[config.mk]
export PLATFORM = sky130hd
export DESIGN_NAME = pwmg_top
export DESIGN_NICKNAME = d
export VERILOG_FILES = /design/src/verilog/pwmg_pkg.sv /design/src/verilog/pwmg_top.sv
export SDC_FILE = /design/constraint.sdc
export NUM_CORES = 1
export LEC_CHECK = 0
export BUFFER_PORTS_ARGS = -buffer_cell sky130_fd_sc_hd__buf_2
export CAP_MARGIN = 10
export CORE_MARGIN = 4
export CORE_UTILIZATION = 50
export DETAILED_ROUTE_END_ITERATION = 7
export MAX_ROUTING_LAYER = met4
export PLACE_DENSITY_LB_ADDON = 0.25
export SYNTH_ARGS = -nofsm -noshare
export SYNTH_HDL_FRONTEND = slang
export SYNTH_SLANG_ARGS = --single-unit
export TNS_END_PERCENT = 5
[constraint.sdc]
create_clock -name aclk -period 1.9 [get_ports aclk]
set_input_delay 0.19 -clock aclk [delete_from_list [all_inputs] [get_ports aclk]]
set_output_delay 0.19 -clock aclk [all_outputs]
set_load 0.005 [all_outputs]
[src/verilog/pwmg_pkg.sv]
package pwmg_pkg;
  localparam logic [3:0]  ADDR_ON_TIME   = 4'h0;
  localparam logic [3:0]  ADDR_OFF_TIME  = 4'h4;
  localparam logic [3:0]  ADDR_CONFIG    = 4'h8;
  localparam logic [15:0] ON_TIME_RESET  = 16'h0000;
  localparam logic [15:0] OFF_TIME_RESET = 16'hFFFF;
  localparam logic [6:0]  CONFIG_RESET   = 7'h00;
  localparam int          BIT_ENABLE     = 0;
  localparam int          BIT_CLK_SELECT = 1;
  localparam int          BIT_INVERT     = 2;
  localparam int          DIV_LSB        = 3;
  localparam int          DIV_MSB        = 6;
  localparam logic [1:0]  RESP_OKAY      = 2'h0;
  localparam logic [1:0]  RESP_SLVERR    = 2'h2;
  typedef enum logic [1:0] {
    ST_OFF = 2'h1,
    ST_ON  = 2'h2
  } pwmg_state_type;
endpackage

[src/verilog/pwmg_top.sv]
// Added by the designer: the AXI4-Lite register port.
module pwmg_top
  import pwmg_pkg::*;
(
  // Clock and reset
  input  wire logic        aclk,
  input  wire logic        aresetn,
  // Clock source ticks, one-cycle enables
  input  wire logic        clock_high_tick,
  input  wire logic        clock_low_tick,
  // Power management
  input  wire logic        sleep_req,
  // AXI4-Lite write
  input  wire logic [3:0]  s_axi_awaddr,
  input  wire logic        s_axi_awvalid,
  output logic             s_axi_awready,
  input  wire logic [31:0] s_axi_wdata,
  input  wire logic [3:0]  s_axi_wstrb,
  input  wire logic        s_axi_wvalid,
  output logic             s_axi_wready,
  output logic [1:0]       s_axi_bresp,
  output logic             s_axi_bvalid,
  input  wire logic        s_axi_bready,
  // AXI4-Lite read
  input  wire logic [3:0]  s_axi_araddr,
  input  wire logic        s_axi_arvalid,
  output logic             s_axi_arready,
  output logic [31:0]      s_axi_rdata,
  output logic [1:0]       s_axi_rresp,
  output logic             s_axi_rvalid,
  input  wire logic        s_axi_rready,
  // Pin
  output logic             pwm_out_q
);
  logic [15:0]    on_time_q, off_time_q, hold_on_q, hold_off_q;
  logic [3:0]     hold_bytes_q;
  logic [6:0]     config_q;
  logic [15:0]    count_q;
  logic [3:0]     div_cnt_q;
  pwmg_state_type state_q;
  logic [3:0]     aw_addr_q;
  logic [31:0]    w_data_q;
  logic [3:0]     w_strb_q;
  logic           aw_have_q, w_have_q;
  logic           wr_fire, src_tick, div_tick, run, full_on, phase_end, hold_full, load_now;
  logic [3:0]     new_bytes;
  logic [3:0]     wr_bytes;
  logic           cfg_wr;

  assign run      = config_q[BIT_ENABLE] && !sleep_req;
  // Gated source: no ticks reach the counters while disabled
  assign src_tick = run && (config_q[BIT_CLK_SELECT] ? clock_low_tick : clock_high_tick);
  // Divider of value plus one; zero passes every tick
  assign div_tick = src_tick && (div_cnt_q == config_q[DIV_MSB:DIV_LSB]);
  assign full_on  = (off_time_q == 16'h0000);
  assign phase_end = div_tick && (count_q == 16'h0000);

  // AXI write capture, address and data in either order
  assign wr_fire = aw_have_q && w_have_q && !s_axi_bvalid;
  always_ff @(posedge aclk) begin
    if (!aresetn) begin
      aw_have_q <= 1'b0;
      w_have_q  <= 1'b0;
      aw_addr_q <= 4'h0;
      w_data_q  <= 32'h0000_0000;
      w_strb_q  <= 4'h0;
    end else begin
      if (s_axi_awvalid && s_axi_awready) begin
        aw_have_q <= 1'b1;
        aw_addr_q <= s_axi_awaddr;
      end else if (wr_fire) begin
        aw_have_q <= 1'b0;
      end
      if (s_axi_wvalid && s_axi_wready) begin
        w_have_q <= 1'b1;
        w_data_q <= s_axi_wdata;
        w_strb_q <= s_axi_wstrb;
      end else if (wr_fire) begin
        w_have_q <= 1'b0;
      end
    end
  end
  assign s_axi_awready = !aw_have_q;
  assign s_axi_wready  = !w_have_q;

  always_ff @(posedge aclk) begin
    if (!aresetn) begin
      s_axi_bvalid <= 1'b0;
      s_axi_bresp  <= RESP_OKAY;
    end else if (wr_fire) begin
      s_axi_bvalid <= 1'b1;
      s_axi_bresp  <= (aw_addr_q == ADDR_ON_TIME || aw_addr_q == ADDR_OFF_TIME || aw_addr_q == ADDR_CONFIG)
                      ? RESP_OKAY : RESP_SLVERR;
    end else if (s_axi_bready) begin
      s_axi_bvalid <= 1'b0;
    end
  end

  assign cfg_wr = wr_fire && aw_addr_q == ADDR_CONFIG && w_strb_q[0];

  // Configuration register
  always_ff @(posedge aclk) begin
    if (!aresetn) begin
      config_q <= CONFIG_RESET;
    end else if (cfg_wr) begin
      config_q <= w_data_q[6:0];
    end
  end

  // Staging bytes: four written bytes arm a transfer
  always_comb begin
    wr_bytes = 4'h0;
    if (wr_fire && aw_addr_q == ADDR_ON_TIME) begin
      wr_bytes[1:0] = w_strb_q[1:0];
    end
    if (wr_fire && aw_addr_q == ADDR_OFF_TIME) begin
      wr_bytes[3:2] = w_strb_q[1:0];
    end
  end
  assign new_bytes = hold_bytes_q | wr_bytes;
  assign hold_full = (hold_bytes_q == 4'hF);
  // Full-on or disabled has no off-phase end to wait
  assign load_now  = hold_full && (full_on || !run || (state_q == ST_OFF && phase_end));

  always_ff @(posedge aclk) begin
    if (!aresetn) begin
      hold_on_q    <= ON_TIME_RESET;
      hold_off_q   <= OFF_TIME_RESET;
      hold_bytes_q <= 4'h0;
      on_time_q    <= ON_TIME_RESET;
      off_time_q   <= OFF_TIME_RESET;
    end else begin
      if (wr_fire && aw_addr_q == ADDR_ON_TIME) begin
        if (w_strb_q[0]) hold_on_q[7:0]  <= w_data_q[7:0];
        if (w_strb_q[1]) hold_on_q[15:8] <= w_data_q[15:8];
      end
      if (wr_fire && aw_addr_q == ADDR_OFF_TIME) begin
        if (w_strb_q[0]) hold_off_q[7:0]  <= w_data_q[7:0];
        if (w_strb_q[1]) hold_off_q[15:8] <= w_data_q[15:8];
      end
      // A write in the transfer cycle starts a fresh set
      if (load_now) begin
        on_time_q    <= hold_on_q;
        off_time_q   <= hold_off_q;
        hold_bytes_q <= wr_bytes;
      end else begin
        hold_bytes_q <= new_bytes;
      end
    end
  end

  // Pre-divider counter, held at zero while gated
  always_ff @(posedge aclk) begin
    if (!aresetn || !run) begin
      div_cnt_q <= 4'h0;
    end else if (div_tick || cfg_wr) begin
      // Restart on config write so a smaller divider is never overrun
      div_cnt_q <= 4'h0;
    end else if (src_tick) begin
      div_cnt_q <= div_cnt_q + 4'h1;
    end
  end

  // Phase machine: n loads last n+1 ticks
  always_ff @(posedge aclk) begin
    if (!aresetn || !run) begin
      state_q <= ST_OFF;
      count_q <= 16'h0000;
    end else if (phase_end) begin
      case (state_q)
        ST_OFF: begin
          state_q <= ST_ON;
          // Transfer edge: the new on time already applies
          count_q <= load_now ? hold_on_q : on_time_q;
        end
        ST_ON: begin
          state_q <= ST_OFF;
          count_q <= off_time_q;
        end
        default: begin
          state_q <= ST_OFF;
          count_q <= 16'h0000;
        end
      endcase
    end else if (div_tick) begin
      count_q <= count_q - 16'h0001;
    end
  end

  // Output pin level
  always_ff @(posedge aclk) begin
    if (!aresetn) begin
      pwm_out_q <= 1'b0;
    end else if (!run) begin
      pwm_out_q <= config_q[BIT_INVERT];
    end else if (full_on) begin
      pwm_out_q <= 1'b1;
    end else if (on_time_q == 16'h0000) begin
      pwm_out_q <= 1'b0;
    end else begin
      pwm_out_q <= (state_q == ST_ON) ^ config_q[BIT_INVERT];
    end
  end

  // AXI read; returns active times, not the staged ones
  always_ff @(posedge aclk) begin
    if (!aresetn) begin
      s_axi_rvalid <= 1'b0;
      s_axi_rdata  <= 32'h0000_0000;
      s_axi_rresp  <= RESP_OKAY;
    end else if (s_axi_arvalid && s_axi_arready) begin
      s_axi_rvalid <= 1'b1;
      s_axi_rresp  <= RESP_OKAY;
      case (s_axi_araddr)
        ADDR_ON_TIME:  s_axi_rdata <= {16'h0000, on_time_q};
        ADDR_OFF_TIME: s_axi_rdata <= {16'h0000, off_time_q};
        ADDR_CONFIG:   s_axi_rdata <= {25'h0, config_q};
        default: begin
          s_axi_rdata <= 32'h0000_0000;
          s_axi_rresp <= RESP_SLVERR;
        end
      endcase
    end else if (s_axi_rready) begin
      s_axi_rvalid <= 1'b0;
    end
  end
  assign s_axi_arready = !s_axi_rvalid;

  // Checks
  out_idle_a: assert property (@(posedge aclk) disable iff (!aresetn)
    !run |=> pwm_out_q == $past(config_q[BIT_INVERT])) else $error("idle level wrong");
  gate_hold_a: assert property (@(posedge aclk) disable iff (!aresetn)
    !run |=> count_q == 16'h0000 && state_q == ST_OFF && div_cnt_q == 4'h0) else $error("not held");
  sleep_off_a: assert property (@(posedge aclk) disable iff (!aresetn)
    sleep_req |=> state_q == ST_OFF && count_q == 16'h0000) else $error("sleep not off");
  div_nodiv_a: assert property (@(posedge aclk) disable iff (!aresetn)
    src_tick && config_q[DIV_MSB:DIV_LSB] == 4'h0 |-> div_tick) else $error("no-div tick lost");
  div_bound_a: assert property (@(posedge aclk) disable iff (!aresetn)
    div_cnt_q <= config_q[DIV_MSB:DIV_LSB] || !run) else $error("divider overrun");
  full_on_a: assert property (@(posedge aclk) disable iff (!aresetn)
    run && full_on ##1 run |-> pwm_out_q) else $error("full on not high");
  phase_swap_a: assert property (@(posedge aclk) disable iff (!aresetn)
    run && phase_end && state_q == ST_ON |=> state_q == ST_OFF && count_q == $past(off_time_q))
    else $error("bad reload");
  count_dec_a: assert property (@(posedge aclk) disable iff (!aresetn)
    run && div_tick && count_q != 16'h0000 |=> count_q == $past(count_q) - 16'h0001)
    else $error("no decrement");
  clk_sel_a: assert property (@(posedge aclk) disable iff (!aresetn)
    run && config_q[BIT_CLK_SELECT] |-> src_tick == clock_low_tick) else $error("wrong source");
  stage_a: assert property (@(posedge aclk) disable iff (!aresetn)
    !hold_full |=> on_time_q == $past(on_time_q)) else $error("early transfer");
  cfg_rst_a: assert property (@(posedge aclk) !aresetn |=> config_q == 7'h00) else $error("cfg reset");
  cover_toggle_c: cover property (@(posedge aclk) disable iff (!aresetn) run && phase_end && state_q == ST_ON);
  cover_load_c: cover property (@(posedge aclk) disable iff (!aresetn) load_now && !full_on);
  cover_sleep_c: cover property (@(posedge aclk) disable iff (!aresetn) config_q[BIT_ENABLE] && sleep_req);
endmodule

Word level (Yosys, flattened, before mapping)
Index checks and enable logic that the tools add are counted.

Memory bits (read-only): 0. Flip-flop bits (word level): 160. Output and inout bits: 42. Memories kept: 0. Bits in latches: 0. RAM bits: 0. Logic and storage cells: 100.

Reduce and logical (&&, ||, !) cells: 44. Divide/modulo/power cells: 0. Bitwise gates (word level): 2. Add/subtract/negate cells: 2. Shifts and indexed selects: 0. Mux-type cells: 22. Equality and inequality tests: 8. Multiply operators: 0. Order comparisons: 0.

Operators by type and width (number): $logic_not A16 Y1 (3); $mux W16 (3); $pmux W16 S3 (1); $pmux W16 S2 (1); $sub A16 B1 Y16 const B (1); $logic_and A1 B1 Y1 (15); $eq A4 B4 Y1 const B (3); $mux W1 (11); $mux W2 (5); $reduce_bool A2 Y1 (5); $eq A4 B3 Y1 const B (2); $logic_not A4 Y1 (2); $reduce_and A2 Y1 (4); $logic_not A1 Y1 (7); $logic_or A1 B1 Y1 (6); $add A4 B1 Y4 const B (1); $eq A4 B4 Y1 (1); $mux W4 (1); $or A4 B4 Y4 (1); $reduce_or A3 Y1 (1); $eq A2 B1 Y1 const B (1); $eq A2 B2 Y1 const B (1); $reduce_or A2 Y1 (1); $xor A1 B1 Y1 (1).

Depth between registers and ports, before layout
Word-level depth: 11. Gate-level depth with buffers: 10.

Least setup slack after synthesis
No wires, ideal clock.

Kind: register -> register. Start: register count_q[0]. End: register count_q[10]. Data arrival time: 1.952 ns. Required time: 1.770 ns. Period minus slack after synthesis: 2.082 ns. Setup time: 0.130 ns. Path buffers: 0. Path slack: -0.182 ns. Stages on the path, launching flop included: 9. Path through: dfxtp_1 inv_1 ha_1 nor3b_1 nand3_1 xnor2_1 a221o_1 a31oi_1 a211oi_1.

Longest elaborated chain between the ends: 8. Elaborated cells between the ends (all ways): 11.

Ends and longest elaborated chain: start: declaration (RTL line pwmg_top.sv:38) `logic [15:0] count_q;`; start signal: assignment (RTL line pwmg_top.sv:174) `count_q <= load_now ? hold_on_q : on_time_q;`; start signal: assignment (RTL line pwmg_top.sv:178) `count_q <= off_time_q;`; start signal: assignment (RTL line pwmg_top.sv:186) `count_q <= count_q - 16'h0001;`; parallel branches: the longest is 8 deep, another holds $sub A16 B1 Y16.

Parallel ways; which one is timed is not known. The select of a mux whose other input is x is not followed. A chain may end at the register's enable or synchronous reset.

Worst setup path after layout
Start: register count_q[8]. End: register count_q[0].

Longest elaborated chain between the ends: 8. Elaborated cells between the ends (all ways): 9.

Ends and longest elaborated chain: $logic_not A16 Y1 * (RTL line pwmg_top.sv:56) `assign phase_end = div_tick && (count_q == 16'h0000);`; $logic_and A1 B1 Y1 * (RTL line pwmg_top.sv:56); $logic_and A1 B1 Y1 (RTL line pwmg_top.sv:123) `assign load_now = hold_full && (full_on || !run || (state_q == ST_OFF && phase_end));`; $logic_or A1 B1 Y1 (RTL line pwmg_top.sv:123); $logic_and A1 B1 Y1 (RTL line pwmg_top.sv:123); $mux W16; $pmux W16 S2 (RTL line pwmg_top.sv:170) `case (state_q)`; $mux W16 (RTL line pwmg_top.sv:169) `end else if (phase_end) begin`.

Every way passes the cells marked *; elsewhere a longest branch is shown, timed or not.

==> qor.yml <==
status: "complete, but fails checks"
violations: "negative setup slack"
place_area_sq_um: 7770
finalSetupViolations: 14
worstPathArrival_ns: 2.34
layout_min_cycle_time_ns: 2.02
fmax_mhz: 494
drc: 0
cts_root_buf: "clkbuf_16"
grt_pass1_wl_mm: 31.0
fin_tns_setup_ns: -0.866
powerDensity_nw_per_um2: 779
ir_worst_vdd_v: 0.000756
synth-seq-cells: 142
synth.distinct_cells: 72
die_h_microns: 124
final_common_cell: "nand2_1"
route.final.wire_length_mm: 19.6
gp_congestion: 0.900
final_util: 0.658
dpl.hpwl_mm: 14.3
syn_inst: 809
final_cell_mix: "nand2_1 (191), dfxtp_1 (136), buf_4 (105), nand3_1 (60), buf_2 (59)"
start_util: 0.511
drv_slew: 0
path_class: "flop to flop"
worstPathRequired_ns: 2.21
synth-seq-area-share: 0.420
yosys-top-cells-area: "dfxtp_1 (42%), nand2_1 (11%), nand3_1 (4.7%)"
grt_max_degree: 95
numCtsBuffers: 17
antenna_cells: 0
postRouteAntennaNets: 0
hold_class: "input port to flop"
dr.pass1.iters: 5
hold_viol: 0
io_buffers: 59
drt_iter0_markers: 474
async_flop_share: 0
slew_headroom: 0.484
die_w_microns: 124
place_ws_ns: -0.229
grt_pass1_vias: 6087
endpoint_kind: "flop"
path_clk_slew_ns: 0.06
netlist_area_sq_um: 6760
synth_top_area_cell: "dfxtp_1"
cts_max_level: 4
fill_cells: 1152
clockBufferDepth: 2
worstMarginPinSlew_ns: 0.774
ys_warn_count: 0
fin_worst_skew_ns: 0.00961
placementRows: 42
grt_overflow: 0
antenna_found_initial: 0
cp_max_fo: 5
stdcell_count: 1134
avgRoutedWirePerCell_microns: 17.3
grt_setup_unrepaired: "yes"
cts_num_sinks: 142
grt_use_total: 0.255
synth-edff-count: 0
p_leak_uw: 0.00372
placed_cells: 1097
io_pins: 96
routed-via-count: 6299
cts_tree: "done"
maxCapViolCount: 0
final_area_sq_um: 8720
syn_avg_cell_area_sq_um: 8.36
layout-area-overhead-vs-synth_pct: 28.9
die_area_sq_um: 15500
clk_latency_ns: 0.42
vias_per_cell: 5.55
synth_top_area_share: 0.420
setup_slack_ns: -0.122
cp-start-kind: "flop"
finalNetCount: 1007
core_sq_um: 13200
synth-main-ff-cell: "dfxtp_1"
period_share: 1.06
final_layout_size_suffix_gt1_frac: 0.272
-- cell type report --
type,instances,area (sq um),share of cell area
clock buffer,23,478,0.0548
sequential,142,2850,0.327
tap,176,220,0.0253
inverter,7,26.3,0.00301
clock inverter,6,134,0.0154
multi-input combinational,606,3800,0.436
timing repair buffer,174,1210,0.139
-- worst paths after layout --
check,start,depth (start not counted),slack [ns],end
max reg2reg,count_q[8]$_SDFFE_PP0P_,5,-0.12,count_q[0]$_SDFFE_PP0P_
min reg2reg,hold_off_q[15]$_SDFFE_PN1P_,2,0.47,hold_off_q[15]$_SDFFE_PN1P_
min,s_axi_arvalid,2,0.01,s_axi_rvalid$_SDFFE_PN0P_
max,count_q[8]$_SDFFE_PP0P_,5,-0.12,count_q[0]$_SDFFE_PP0P_
-- synth_stat cells, types with 5 or more instances --
cell type  count
mux2i_1       23
a21oi_1       23
a22oi_1       10
buf_2         12
nor3_1         7
xnor2_1        6
o211ai_1       6
a222oi_1       7
clkbuf_1      31
nand4_1        5
a211oi_1       5
inv_1          7
nor4_1        11
dfxtp_1      142
ha_1           5
nand3_1       63
nor2_1        14
a21o_1         5
nor2b_1       28
a21boi_0      32
buf_4         21
o21ai_0       25
a21boi_1      14
a31oi_1        8
and2_1        18
xor2_1         7
nand2_1      194
-- cells by family (layout without fill, tap and decap cells) --
family | after synthesis | after routing | synth area share
and+or+nand+nor | 377 | 377 | 0.273
AOI/OAI and AO/OA | 169 | 170 | 0.181
DFF | 142 | 142 | 0.420
buffers and inverters | 79 | 210 | 0.0647
muxes | 23 | 23 | 0.0340
xor gates and xnor gates | 13 | 13 | 0.0168
adders and majority gates | 5 | 5 | 0.00925
other | 1 | 18 | 0.000554
-- registers in the layout, indices dropped and copies added, names as in the netlist, 2 cells and up --
name / flops
aw_addr_q: 4
config_q: 7
count_q: 16
div_cnt_q: 4
hold_bytes_q: 4
hold_off_q: 16
hold_on_q: 16
off_time_q: 16
on_time_q: 16
s_axi_rdata: 16
state_q: 2
w_data_q: 16
w_strb_q: 2
-- timing repair --
action,CTS,global route
setup endpoints to repair,54,81
buffers inserted,3,3
hold buffers,1,0
pin swaps,4,8
gates resized for setup,29,32
gates cloned,0,2
endpoints found under the hold margin,1,0
-- layer usage --
layer | vias to the layer above | wire length (microns) | track usage
li1 | 3097 | - | -
met2 | 192 | 9410 | 0.402
met4 | 0 | 682 | 0.103
met1 | 2964 | 8460 | 0.315
met5 | - | 0 | -
met3 | 46 | 1050 | 0.0609
-- power by group --
group / total [uW] / switching (uW) / internal (uW)
Sequential: 3060 / 42.6 / 3020
Clock: 3480 / 1200 / 2280
Combinational: 255 / 142 / 112
Total: 6790 / 1380 / 5410
-- worst max-delay path: stages, from the launching register on --
cell and delay (ns):
dfxtp_1 0.36, or4_4 0.60, nor2_4 0.18, and4_2 0.34, a221oi_1 0.14, a221oi_2 0.29
-- through the flow --
| stage | hold slack [ns] | total power [uW] |
|---|---|---|
| 2_1_floorplan | 0.306 | 3290 |
| 3_3_place_gp | 0.408 | 3360 |
| 3_5_place_dp | 0.418 | 3370 |
| 4_1_cts | 0.00180 | 6810 |
| 5_1_grt | 0.00634 | 6990 |
| 6_report | 0.0123 | 6790 |
(Power assumes the default switching activity.)
